## config.mk

```make
export PLATFORM = sky130hd
export DESIGN_NAME = switch_output_conditioning
export DESIGN_NICKNAME = d
export VERILOG_FILES = /design/src/rtl/switch_output_conditioning_pkg.sv /design/src/rtl/switch_output_conditioning.sv
export VERILOG_INCLUDE_DIRS = /design/src /design/src/rtl
export SDC_FILE = /design/constraint.sdc
export NUM_CORES = 2
export LEC_CHECK = 0
export BUFFER_PORTS_ARGS = -buffer_cell sky130_fd_sc_hd__buf_2
export CAP_MARGIN = 25
export CORE_UTILIZATION = 40
export DETAILED_ROUTE_END_ITERATION = 10
export HOLD_SLACK_MARGIN = 0.12
export PLACE_DENSITY_LB_ADDON = 0.25
export SLEW_MARGIN = 20
export SYNTH_ARGS = -nofsm -noshare
export SYNTH_HDL_FRONTEND = slang
export SYNTH_SLANG_ARGS = --single-unit
```

## constraint.sdc

```tcl
create_clock -name hclk -period 21.8 [get_ports hclk]
set_clock_uncertainty 0.15 [all_clocks]
set_input_delay 1.09 -clock hclk [delete_from_list [all_inputs] [get_ports hclk]]
set_output_delay 1.09 -clock hclk [all_outputs]
set_load 0.03 [all_outputs]
```

## src/rtl/switch_output_conditioning_regs.svh

```systemverilog
// register map, field positions, reset values and timing constants of the switch conditioner
`ifndef SWITCH_OUTPUT_CONDITIONING_REGS_SVH
`define SWITCH_OUTPUT_CONDITIONING_REGS_SVH

// widths
`define VAL_W        24
`define DLY_W        12
`define SPAN_W       16
`define SPAN_FRAC    14
`define NUM_CH       4
`define DIV_STEPS    6'd38

// register byte offsets
`define OFS_CTRL     12'h000
`define OFS_STATUS   12'h004
`define OFS_SHIFT    12'h008
`define OFS_SPAN     12'h00c
`define OFS_REFTHK   12'h010
`define OFS_CALVAL   12'h014
`define OFS_CH_BASE  12'h020
`define CH_STRIDE_B  4
`define OFS_UPPER    2'd0
`define OFS_LOWER    2'd1
`define OFS_HYST     2'd2
`define OFS_DELAY    2'd3

// control register fields
`define CTRL_THICK   0
`define CTRL_POLLOW  1
`define CTRL_FUNC_LO 2
`define CTRL_FUNC_HI 3
`define CTRL_TEACH   8

// status register fields
`define STAT_OUT_LO  0
`define STAT_OUT_HI  3
`define STAT_LASER   4
`define STAT_BUSY    5
`define STAT_MFACT   6

// channel delay register fields
`define DLY_ON_LO    0
`define DLY_ON_HI    11
`define DLY_OFF_LO   16
`define DLY_OFF_HI   27
`define DLY_ONESHOT  31

// reset values
`define RST_SPAN     16'h4000
`define RST_SHIFT    24'h000000
`define RST_UPPER    24'h0003e8
`define RST_LOWER    24'hfffc18
`define RST_HYST     24'h00000a
`define RST_DLY      12'h000
`define DLY_MAX      12'hfa0

// timing
`define CLK_PERIOD_NS 40
`define MS_NS         1000000

`endif

```

## src/rtl/switch_output_conditioning_pkg.sv

```systemverilog
// types shared by the switch output conditioning block
package switch_output_conditioning_pkg;
	`include "switch_output_conditioning_regs.svh"

	// multifunction input function selection
	typedef enum logic [1:0] {
		MF_NONE      = 2'b00,
		MF_LASER_OFF = 2'b01
	} mf_func_t;

	// per channel output sequencer
	typedef enum logic [2:0] {
		CH_IDLE     = 3'b000,
		CH_ON_WAIT  = 3'b001,
		CH_ON       = 3'b010,
		CH_OFF_WAIT = 3'b011,
		CH_PULSE    = 3'b100,
		CH_SPENT    = 3'b101
	} ch_state_t;

	// one switching channel: settings and run state
	typedef struct packed {
		logic signed [`VAL_W-1:0] upper;
		logic signed [`VAL_W-1:0] lower;
		logic        [`VAL_W-1:0] hyst;
		logic        [`DLY_W-1:0] on_dly;
		logic        [`DLY_W-1:0] off_dly;
		logic                     one_shot;
		ch_state_t                st;
		logic        [`DLY_W-1:0] cnt;
		logic                     cond;
		logic                     out;
	} chan_t;

	// latched ahb address phase
	typedef struct packed {
		logic        wr;
		logic        rd;
		logic [11:0] addr;
	} ahb_phase_t;

	// whole block state
	typedef struct packed {
		ahb_phase_t                    ap;
		logic                   [31:0] rdata;
		logic                          hready;
		logic                          thick;
		logic                          pol_low;
		mf_func_t                      func;
		logic signed [`VAL_W-1:0]      shift;
		logic        [`SPAN_W-1:0]     span;
		logic        [`VAL_W-1:0]      ref_thk;
		logic signed [`VAL_W-1:0]      raw;
		logic signed [`VAL_W-1:0]      cal;
		logic                          cal_valid;
		logic                          raw_new;
		logic                   [1:0]  mf_sync;
		logic                          mf_act;
		logic                          laser_off;
		logic                   [14:0] ms_cnt;
		logic                          ms_tick;
		logic                          busy;
		logic                   [5:0]  step;
		logic                   [24:0] rem;
		logic                   [37:0] quo;
		logic                   [23:0] den;
		chan_t [`NUM_CH-1:0]           ch;
	} state_t;
endpackage

```

## src/rtl/switch_output_conditioning.sv

```systemverilog
// switch output conditioning: calibration, hysteresis, delays, one-shot, multifunction input
//
// Summary of operation
// - hysteresis band stops toggling near thresholds
// - switch-on waits for configured on delay
// - on delay 0..4000 ms, reset zero
// - output held for off delay after drop
// - off delay 0..4000 ms, reset zero
// - off delay swallows short condition dropouts
// - signed shift added to each measurement outside thickness mode
// - span factor scales each measurement
// - thickness mode uses span, no shift
// - thickness teach computes span from reference
// - span and shift writable after teach
// - one-shot pulses once while condition persists
// - one-shot pulse length is off delay
// - one-shot still waits the on delay
// - input polarity selects active sense
// - polarity resets to high, normally open
// - function none ignores the input
// - laser off while input active
// - input function resets to none
// - four channels reported as data bits
// - upper and lower limits set thresholds
`timescale 1ns/1ps

module switch_output_conditioning
	import switch_output_conditioning_pkg::*;
#(
	// clock cycles per millisecond
	parameter int MS_CYCLES = `MS_NS / `CLK_PERIOD_NS
) (
	// clock and reset
	input  wire  logic                     hclk,
	input  wire  logic                     hresetn,
	// ahb-lite slave
	input  wire  logic                     hsel,
	input  wire  logic [31:0]              haddr,
	input  wire  logic [1:0]               htrans,
	input  wire  logic                     hwrite,
	input  wire  logic [2:0]               hsize,
	input  wire  logic [31:0]              hwdata,
	input  wire  logic                     hready,
	output logic       [31:0]              hrdata,
	output logic                           hreadyout,
	output logic                           hresp,
	// measured value stream from the sensor head
	input  wire  logic                     meas_valid,
	input  wire  logic signed [`VAL_W-1:0] meas_value,
	// calibrated value stream
	output logic                           cal_valid,
	output logic signed [`VAL_W-1:0]       cal_value,
	// switching signals, one per channel
	output logic [`NUM_CH-1:0]             switch_out,
	// multifunction input pin and laser control
	input  wire  logic                     multifunction_input,
	output logic                           laser_off
);

	state_t                   s_r;        // registered state
	state_t                   s_nxt;      // next state
	logic signed [40:0]       prod;       // raw times span
	logic signed [`VAL_W-1:0] scaled;     // span applied
	logic                     ap_take;    // address phase accepted
	logic [11:0]              wa;         // data phase address
	logic [3:0]               ch_sel;     // decoded channel of an access
	logic [1:0]               ch_reg;     // register within a channel
	logic                     ch_hit;     // access falls in channel space
	logic signed [`VAL_W:0]   on_lo;      // lower limit with sign room
	logic signed [`VAL_W:0]   on_hi;      // upper limit with sign room
	logic signed [`VAL_W:0]   v;          // calibrated value with sign room
	logic                     go;         // delay count finished
	logic [`DLY_W-1:0]        clamp_on;   // written on delay, clamped
	logic [`DLY_W-1:0]        clamp_off;  // written off delay, clamped

	// span multiply, fixed point with SPAN_FRAC fraction bits
	// both operands widened first so the product is formed at full width
	assign prod   = 41'(s_r.raw) * 41'($signed({1'b0, s_r.span}));
	assign scaled = prod[`SPAN_FRAC +: `VAL_W];

	// next state
	always_comb begin
		s_nxt = s_r;
		ap_take = hsel && hready && htrans[1];
		wa = s_r.ap.addr;
		ch_hit = (wa >= `OFS_CH_BASE) && (wa < `OFS_CH_BASE + 12'h040);
		ch_sel = 4'((wa - `OFS_CH_BASE) >> 4);
		ch_reg = wa[3:2];
		clamp_on = (hwdata[`DLY_ON_HI:`DLY_ON_LO] > `DLY_MAX) ? `DLY_MAX
			: hwdata[`DLY_ON_HI:`DLY_ON_LO];
		clamp_off = (hwdata[`DLY_OFF_HI:`DLY_OFF_LO] > `DLY_MAX) ? `DLY_MAX
			: hwdata[`DLY_OFF_HI:`DLY_OFF_LO];
		on_lo = '0;
		on_hi = '0;
		v = '0;
		go = 1'b0;

		// zero wait state slave, always okay
		s_nxt.hready = 1'b1;
		s_nxt.ap.wr = ap_take && hwrite;
		s_nxt.ap.rd = ap_take && !hwrite;
		s_nxt.ap.addr = {haddr[11:2], 2'b00};

		// read data prepared at the end of the address phase
		s_nxt.rdata = '0;
		if (ap_take && !hwrite) begin
			case ({haddr[11:2], 2'b00})
				`OFS_CTRL: begin
					s_nxt.rdata[`CTRL_THICK] = s_r.thick;
					s_nxt.rdata[`CTRL_POLLOW] = s_r.pol_low;
					s_nxt.rdata[`CTRL_FUNC_HI:`CTRL_FUNC_LO] = s_r.func;
				end
				`OFS_STATUS: begin
					for (int i = 0; i < `NUM_CH; i++) begin
						s_nxt.rdata[`STAT_OUT_LO + i] = s_r.ch[i].out;
					end
					s_nxt.rdata[`STAT_LASER] = s_r.laser_off;
					s_nxt.rdata[`STAT_BUSY] = s_r.busy;
					s_nxt.rdata[`STAT_MFACT] = s_r.mf_act;
				end
				`OFS_SHIFT:  s_nxt.rdata = 32'($signed(s_r.shift));
				`OFS_SPAN:   s_nxt.rdata[`SPAN_W-1:0] = s_r.span;
				`OFS_REFTHK: s_nxt.rdata[`VAL_W-1:0] = s_r.ref_thk;
				`OFS_CALVAL: s_nxt.rdata = 32'($signed(s_r.cal));
				default: begin
					// channel registers, else unmapped reads zero
					for (int i = 0; i < `NUM_CH; i++) begin
						if (haddr[11:4] == 8'((`OFS_CH_BASE >> 4) + i)) begin
							case (haddr[3:2])
								`OFS_UPPER: s_nxt.rdata = 32'($signed(s_r.ch[i].upper));
								`OFS_LOWER: s_nxt.rdata = 32'($signed(s_r.ch[i].lower));
								`OFS_HYST:  s_nxt.rdata[`VAL_W-1:0] = s_r.ch[i].hyst;
								default: begin
									s_nxt.rdata[`DLY_ON_HI:`DLY_ON_LO] = s_r.ch[i].on_dly;
									s_nxt.rdata[`DLY_OFF_HI:`DLY_OFF_LO] = s_r.ch[i].off_dly;
									s_nxt.rdata[`DLY_ONESHOT] = s_r.ch[i].one_shot;
								end
							endcase
						end
					end
				end
			endcase
		end

		// writes land in the data phase
		if (s_r.ap.wr) begin
			case (wa)
				`OFS_CTRL: begin
					s_nxt.thick = hwdata[`CTRL_THICK];
					s_nxt.pol_low = hwdata[`CTRL_POLLOW];
					s_nxt.func = mf_func_t'(hwdata[`CTRL_FUNC_HI:`CTRL_FUNC_LO]);
					// teach start, ignored while a teach runs or the value is zero
					if (hwdata[`CTRL_TEACH] && !s_r.busy && s_r.raw != '0) begin
						s_nxt.busy = 1'b1;
						s_nxt.step = '0;
						s_nxt.rem = '0;
						s_nxt.quo = {s_r.ref_thk, {`SPAN_FRAC{1'b0}}};
						s_nxt.den = s_r.raw[`VAL_W-1] ? 24'(-s_r.raw) : 24'(s_r.raw);
					end
				end
				`OFS_SHIFT:  s_nxt.shift = hwdata[`VAL_W-1:0];
				`OFS_SPAN:   s_nxt.span = hwdata[`SPAN_W-1:0];
				`OFS_REFTHK: s_nxt.ref_thk = hwdata[`VAL_W-1:0];
				default: begin
					if (ch_hit) begin
						case (ch_reg)
							`OFS_UPPER: s_nxt.ch[ch_sel].upper = hwdata[`VAL_W-1:0];
							`OFS_LOWER: s_nxt.ch[ch_sel].lower = hwdata[`VAL_W-1:0];
							`OFS_HYST:  s_nxt.ch[ch_sel].hyst = hwdata[`VAL_W-1:0];
							default: begin
								s_nxt.ch[ch_sel].on_dly = clamp_on;
								s_nxt.ch[ch_sel].off_dly = clamp_off;
								s_nxt.ch[ch_sel].one_shot = hwdata[`DLY_ONESHOT];
							end
						endcase
					end
				end
			endcase
		end

		// thickness teach: span = reference / current value, restoring division
		if (s_r.busy) begin
			s_nxt.rem = {s_r.rem[23:0], s_r.quo[37]};
			s_nxt.quo = {s_r.quo[36:0], 1'b0};
			if ({s_r.rem[23:0], s_r.quo[37]} >= {1'b0, s_r.den}) begin
				s_nxt.rem = {s_r.rem[23:0], s_r.quo[37]} - {1'b0, s_r.den};
				s_nxt.quo[0] = 1'b1;
			end
			s_nxt.step = s_r.step + 6'd1;
			if (s_r.step == `DIV_STEPS - 6'd1) begin
				s_nxt.busy = 1'b0;
				// saturate to the span range, then apply to later values
				s_nxt.span = (s_nxt.quo[37:`SPAN_W] != '0) ? '1 : s_nxt.quo[`SPAN_W-1:0];
			end
		end

		// calibration of each incoming value
		if (meas_valid) begin
			s_nxt.raw = meas_value;
		end
		// the pulse follows two edges after meas_valid, together with the value it marks
		s_nxt.raw_new = meas_valid;
		s_nxt.cal_valid = s_r.raw_new;
		// thickness mode leaves the shift out
		s_nxt.cal = s_r.thick ? scaled : `VAL_W'(scaled + s_r.shift);

		// millisecond enable
		s_nxt.ms_tick = 1'b0;
		s_nxt.ms_cnt = s_r.ms_cnt + 15'd1;
		if (s_r.ms_cnt == 15'(MS_CYCLES - 1)) begin
			s_nxt.ms_cnt = '0;
			s_nxt.ms_tick = 1'b1;
		end

		// multifunction input: synchroniser, polarity, function
		s_nxt.mf_sync = {s_r.mf_sync[0], multifunction_input};
		s_nxt.mf_act = s_r.mf_sync[1] ^ s_r.pol_low;
		s_nxt.laser_off = (s_r.func == MF_LASER_OFF) && s_r.mf_act;

		// channels, each with its own settings
		v = {s_r.cal[`VAL_W-1], s_r.cal};
		for (int i = 0; i < `NUM_CH; i++) begin
			on_lo = {s_r.ch[i].lower[`VAL_W-1], s_r.ch[i].lower};
			on_hi = {s_r.ch[i].upper[`VAL_W-1], s_r.ch[i].upper};
			// window condition, released only beyond the band
			if (!s_r.ch[i].cond) begin
				s_nxt.ch[i].cond = (v >= on_lo) && (v <= on_hi);
			end else begin
				s_nxt.ch[i].cond = (v >= on_lo - $signed({1'b0, s_r.ch[i].hyst}))
					&& (v <= on_hi + $signed({1'b0, s_r.ch[i].hyst}));
			end
			case (s_r.ch[i].st)
				CH_IDLE: begin
					s_nxt.ch[i].cnt = '0;
					if (s_r.ch[i].cond) begin
						s_nxt.ch[i].st = CH_ON_WAIT;
						if (s_r.ch[i].on_dly == '0) begin
							s_nxt.ch[i].st = s_r.ch[i].one_shot ? CH_PULSE : CH_ON;
							s_nxt.ch[i].out = 1'b1;
						end
					end
				end
				CH_ON_WAIT: begin
					go = s_r.ms_tick && (s_r.ch[i].cnt + 12'd1 >= s_r.ch[i].on_dly);
					if (!s_r.ch[i].cond) begin
						s_nxt.ch[i].st = CH_IDLE;
						s_nxt.ch[i].cnt = '0;
					end else if (go) begin
						s_nxt.ch[i].st = s_r.ch[i].one_shot ? CH_PULSE : CH_ON;
						s_nxt.ch[i].cnt = '0;
						s_nxt.ch[i].out = 1'b1;
					end else if (s_r.ms_tick) begin
						s_nxt.ch[i].cnt = s_r.ch[i].cnt + 12'd1;
					end
				end
				CH_ON: begin
					s_nxt.ch[i].cnt = '0;
					if (!s_r.ch[i].cond) begin
						if (s_r.ch[i].off_dly == '0) begin
							s_nxt.ch[i].st = CH_IDLE;
							s_nxt.ch[i].out = 1'b0;
						end else begin
							s_nxt.ch[i].st = CH_OFF_WAIT;
						end
					end
				end
				CH_OFF_WAIT: begin
					go = s_r.ms_tick && (s_r.ch[i].cnt + 12'd1 >= s_r.ch[i].off_dly);
					if (s_r.ch[i].cond) begin
						s_nxt.ch[i].st = CH_ON;
					end else if (go) begin
						s_nxt.ch[i].st = CH_IDLE;
						s_nxt.ch[i].out = 1'b0;
					end else if (s_r.ms_tick) begin
						s_nxt.ch[i].cnt = s_r.ch[i].cnt + 12'd1;
					end
				end
				CH_PULSE: begin
					// pulse lasts the off delay, at least one cycle
					go = (s_r.ch[i].off_dly == '0)
						|| (s_r.ms_tick && (s_r.ch[i].cnt + 12'd1 >= s_r.ch[i].off_dly));
					if (go) begin
						s_nxt.ch[i].st = CH_SPENT;
						s_nxt.ch[i].out = 1'b0;
					end else if (s_r.ms_tick) begin
						s_nxt.ch[i].cnt = s_r.ch[i].cnt + 12'd1;
					end
				end
				CH_SPENT: begin
					// rearm only once the condition has gone
					if (!s_r.ch[i].cond) begin
						s_nxt.ch[i].st = CH_IDLE;
					end
				end
				default: begin
					s_nxt.ch[i].st = CH_IDLE;
					s_nxt.ch[i].out = 1'b0;
				end
			endcase
			// leaving one-shot mode after the pulse, while spent, drops back to idle
			if (!s_r.ch[i].one_shot && s_r.ch[i].st == CH_SPENT) begin
				s_nxt.ch[i].st = CH_IDLE;
			end
		end
	end

	// state register
	always_ff @(posedge hclk or negedge hresetn) begin
		if (!hresetn) begin
			s_r <= '0;
			s_r.hready <= 1'b1;
			s_r.pol_low <= 1'b0;
			s_r.func <= MF_NONE;
			s_r.span <= `RST_SPAN;
			s_r.shift <= `RST_SHIFT;
			for (int i = 0; i < `NUM_CH; i++) begin
				s_r.ch[i].upper <= `RST_UPPER;
				s_r.ch[i].lower <= `RST_LOWER;
				s_r.ch[i].hyst <= `RST_HYST;
				s_r.ch[i].on_dly <= `RST_DLY;
				s_r.ch[i].off_dly <= `RST_DLY;
				s_r.ch[i].st <= CH_IDLE;
			end
		end else begin
			s_r <= s_nxt;
		end
	end

	// outputs straight from the state register
	assign hrdata = s_r.rdata;
	assign hreadyout = s_r.hready;
	assign hresp = 1'b0 & s_r.hready;
	assign cal_valid = s_r.cal_valid;
	assign cal_value = s_r.cal;
	assign laser_off = s_r.laser_off;
	always_comb begin
		for (int i = 0; i < `NUM_CH; i++) begin
			switch_out[i] = s_r.ch[i].out;
		end
	end

endmodule

```

# --- Word-level counts from Yosys, hierarchy flattened ---
# Cells that the tools add are included.
op_classes:
  add_sub_neg: 18
  multipliers: 1
  n_lt_le_gt_ge: 31
  eq_ne: 39
  mux: 195
  bitwise: 2
  reduce_logical: 75
ops:
  columns: ["cell", "n"]
  rows:
  - ["bitwise mux 456 bit", 6]
  - ["demux 114 bit (select 2 bit)", 6]
  - ["case mux 456 bit (3 select lines)", 1]
  - ["2-to-1 mux 456 bit", 2]
  - ["2-to-1 mux 550 bit", 1]
  - ["2-to-1 mux 12 bit", 22]
  - ["2-to-1 mux 32 bit", 7]
  - ["case mux 12 bit (4 select lines)", 4]
  - ["2-to-1 mux 94 bit", 2]
  - ["case mux 12 bit (3 select lines)", 4]
  - ["2-to-1 mux 3 bit", 40]
  - ["case mux 8 bit (3 select lines)", 5]
  - ["2-to-1 mux 114 bit", 1]
  - ["logical NOT 12 bit", 9]
  - ["adder 24 x 25 -> 25 bit", 4]
  - ["greater-or-equal comparator 24 x 25 -> 1 bit", 4]
  - ["<= comparator 24 x 25 -> 1 bit", 4]
  - ["subtractor 24 x 25 -> 25 bit", 4]
  - ["greater-or-equal comparator 12 bit", 8]
  - ["greater-or-equal comparator 24 bit", 4]
  - ["<= comparator 24 bit", 4]
  - ["case mux 4 bit (3 select lines)", 8]
  - ["2-to-1 mux 90 bit", 1]
  - ["case mux 3 bit (6 select lines)", 5]
  - ["other kinds (61)", 205]
totals:
  reg_bits: 730
  input_bits: 100
  out_inout_bits: 64
  wordCells: 424

# --- Depth between registers and ports, before layout ---
logic_depth:
  depth_word: 17
  ltp_mapped: 37
  mapped_depth_nobuf: 35

# --- Worst setup path before layout ---
# No wires, ideal clock.
synth_path:
  path_type: "register to register"
  startpoint: "reg s_r[603] (netlist bit)"
  endpoint: "reg s_r, in the netlist cal_value[23]"
  setup_time_ps: 133
  arrival_ps: 8069
  required_ps: 21517
  setup_slack_ps: 13448
  path_stages_with_launch: 36
  n_path_buf: 2
  path_cell_list: "dfrtp_1 > clkbuf_1 > clkbuf_1 > nand2_1 > fa_1 > inv_1 > fa_1 > inv_1 > fa_1 > inv_1 > fa_1 > fa_1 > inv_1 > fa_1 > inv_1 > ha_1 > a21o_1 > a21o_1 > nor3_1 > a21oi_1 > a211o_1 > a21oi_1 > o21ai_0 > a211oi_1 > nor2_1 > ha_1 > a21oi_1 > and3_1 > a21boi_1 > nand4_1 > nand4b_1 > o311a_1 > a311oi_1 > xor2_1 > nor2_1 > xor2_1"
synth_rtl:
  columns: ["element", "line_no", "rtl"]
  rows:
  - ["from (decl)", "switch_output_conditioning.sv:60", "state_t s_r;"]
  - ["from (signal assigned)", "switch_output_conditioning.sv:325", "s_r <= s_nxt;"]

==> metrics.md <==
| Metric | Value |
|---|---|
| Crit. End Element | flip-flop |
| All-layer global routing usage | roughly 28% |
| Fin. Hold Viols | 0 |
| Initial drt markers | between 5000 and 6000 |
| Syn. warnings | 0 |
| # IOs | about 160 |
| Sequential-to-total area share from yosys stat | a little over a quarter |
| Yosys top cell area share | 22.6% |
| Synth Register Bits | ~730 |
| Pin count of the biggest net entering global routing | around 160 |
| Crit Path Max Fanout | 21 |
| Chip Width | about 420 um |
| DR vias/cell | 5.84 |
| Starting Density | between 40 and 50% |
| Vias in the first global route | between 50000 and 60000 |
| Crit-path leading delay family | adder cells |
| PostCTS Resize Cnt | 0 |
| Post-synth EDFFs | 0 |
| Clock Sinks | 728 |
| Setup TNS | 0 ns |
| H-tree Lvls | 3 |
| Vias | slightly below 60000 |
| DRT Pass-1 Iters | 6 |
| Routed Wire Length | approximately 250 mm |
| Worst Path Buf+Inv | 1 |
| Post-CTS Hold Fix Bufs | 0 |
| Endpoints failing setup | 0 |
| Top FF cell, synth | dfrtp_1 |
| Overflow after GRT | 0 |
| Total CTS buffers | between 80 and 90 |
| Proportion of layout cells with a drive suffix above 1 | between 10% and 20% |
| Number of max-slew violations in the final report | 0 |
| Routed WL per cell | approximately 25 um |
| Buffers inserted by post-CTS timing repair | 0 |
| Fillers | between 15000 and 20000 |
| Crit path arrival time | 9.69 ns |
| Worst-margin pin slew | roughly 1.1 ns |
| CTS root buffer | clkbuf_16 |
| Async SR Flop Fraction | 100% |
| RSZ-0062 raised after global routing | no |
| Biggest area consumer among synthesized cells | dfrtp_1 |
| Site Rows | approximately 150 |
| Port bufs | between 100 and 150 |
| CTS tree | done |
| Slowest stage cell on the critical path | dfrtp_1 |
| Max stage delay on crit path | 0.95 ns |
| Post-detail-place hpwl | 185 mm |
| Hold Path Class | flip-flop to flip-flop |
| Status | finished clean |
| Worst setup path category | flip-flop to flip-flop |
| Final antenna-violating net count | 0 |
| Mapped Cells | about 7600 |
| Clock Pin Slew Worst Setup and Hold Paths | around 0.06 ns |
| Core box area | around 170000 um2 |
| Layout area overhead | 9.21% |
| Syn_nets | between 8000 and 9000 |
| DR DRC count | 0 |
| Final GP Congestion | approximately 0.98 |
| Unique masters post-synth | 100 |
| Die Area | between 150000 and 200000 um2 |
| Crit-path most repeated cell | fa_1 |
| Startpoint Class | flip-flop |
| Worst path required time | between 20 and 25 ns |
| Peak Freq | 108 MHz |
| Skew-Pair Late Insertion Delay | between 0.7 and 0.8 ns |
| First-pass GRT wire length | about 370 mm |
| Vert. Die Dim | approximately 420 um |
| Max_slew headroom | 26.6% |
| Max-cap viol count | 0 |
| Area contributors post-synth | dfrtp_1, ha_1, fa_1 |
| CTS max path bufs | 3 |
| Post-layout minimum cycle time | 9.28 ns |
| Initial antenna violation count | 37 |
| Total Nets Final | 8913 |
| Avg Cell Area, Syn | around 9 um2 |
| Fin crit share | 42.6% |
| Post-Syn Area | roughly 70000 um2 |
-- placed cells by master (no fill, tap or decap), drive strengths merged, types with 19 or more instances in the layout --
master and instances:
inv 918, nand2 847, ha 836, dfrtp 631, o21ai 551, fa 365, a21oi 352, mux2 280
nor2 270, buf 257, a21o 205, xnor2 182, and2 180, xor2 137, nand3 124, clkbuf 110
dfstp 97, o21a 96, nand4 95, a22oi 88, nor2b 87, mux4 84, nand2b 80, a31oi 76
nor3 73, nor4 59, and3 58, o211ai 45, a211oi 35, mux2i 33, o21bai 32, clkinv 29
or3 27, o31ai 27, or2 22, bufinv 19
-- cells in the mapped netlist (13+ instances only) --
| master | n |
|---|---|
| o21bai_1 | 32 |
| o21a_1 | 96 |
| ha_1 | 836 |
| nand2b_1 | 80 |
| o21ai_0 | 542 |
| o22ai_1 | 13 |
| dfrtp_1 | 631 |
| nor2_1 | 269 |
| buf_4 | 62 |
| fa_1 | 365 |
| a221oi_1 | 14 |
| nand3_1 | 124 |
| a21oi_1 | 349 |
| mux2_2 | 280 |
| a21o_1 | 205 |
| and3_1 | 58 |
| a211oi_1 | 34 |
| inv_1 | 913 |
| buf_1 | 27 |
| or3_1 | 27 |
| o211ai_1 | 45 |
| buf_2 | 18 |
| dfstp_2 | 97 |
| mux4_2 | 84 |
| nand4_1 | 95 |
| nand2_1 | 847 |
| o31ai_1 | 26 |
| xor2_1 | 137 |
| xnor2_1 | 182 |
| a21boi_0 | 14 |
| clkbuf_1 | 260 |
| nor3_1 | 73 |
| a22oi_1 | 88 |
| or2_2 | 21 |
| nor2b_1 | 87 |
| nor4_1 | 58 |
| and2_1 | 180 |
| mux2i_1 | 33 |
| a31oi_1 | 75 |
-- path summary, 6_finish.rpt --
check                           startpoint             to  slack (ns)  cells past startpoint
worst min register to register  s_nxt[571]      cal_valid        0.20                      0
worst max-delay path              s_r[604]  cal_value[23]       12.52                     30
max in group asynchronous          hresetn      async pin       18.22                      4
min in group asynchronous          hresetn       s_r[479]        0.24                      1
worst min-delay path            s_nxt[571]      cal_valid        0.20                      0
worst max register to register    s_r[604]  cal_value[23]       12.52                     30
-- routing by layer --
metal	wire, um	vias up	GRT usage, %
met4	15400	4	15.3
li1	-	26400	-
met2	112000	2310	44.2
met3	17900	557	3.84
met1	103000	29200	37.0
met5	24	-	0
-- per-stage QoR --
step                hold WS [ns]  util, %  setup slack [ns]  instance area [um2]  cells
floorplan                  0.181        -             13.45                69800   7630
finish                     0.202     44.2             12.52                76200  10000
global placement           0.186     42.2             12.74                72700   9822
detailed placement         0.193     42.2             12.57                72700   9824
global route               0.206     44.2             11.95                76200  10000
CTS                        0.206     44.1             12.55                76100   9991
-- layout make-up --
| cell class | count | area (um2) | area share (%) |
|---|---|---|---|
| multi-input combinational | 5621 | 46500 | 60.9 |
| sequential | 728 | 18300 | 24.1 |
| inverter | 914 | 3430 | 4.50 |
| tap | 2310 | 2890 | 3.79 |
| clock buffer | 109 | 2430 | 3.19 |
| timing repair buffer | 258 | 1740 | 2.28 |
| clock inverter | 58 | 901 | 1.18 |
| antenna | 12 | 30.0 | 0.0394 |
-- logic make-up (layout without fill, tap and decap cells) --
| family | count (synthesis) | count (layout) | synth area share (%) |
|---|---|---|---|
| buffers and inverters | 1281 | 1339 | 7.25 |
| multiplexers | 397 | 397 | 7.70 |
| flip-flops | 728 | 728 | 26.3 |
| other | 2 | 14 | 0.0108 |
| AO/OA/AOI/OAI | 1726 | 1726 | 15.8 |
| AND/OR/NAND/NOR | 1976 | 1976 | 13.5 |
| XOR/XNOR | 319 | 319 | 4.00 |
| adder cells (fa/ha/maj) | 1201 | 1201 | 25.5 |
-- worst register-to-register path, delay by kind of cell (launching register included) --
kind / cells / cell delay (ns)
XOR/XNOR: 2 / 0.35
adder cells (fa/ha/maj): 8 / 3.44
AND/OR/NAND/NOR: 7 / 1.08
AO/OA/AOI/OAI: 12 / 3.12
flip-flops: 1 / 0.95
buffers and inverters: 1 / 0.04
Power is not shown: default switching activity piles up to over one toggle a cycle in this logic, so the estimate is an artifact.
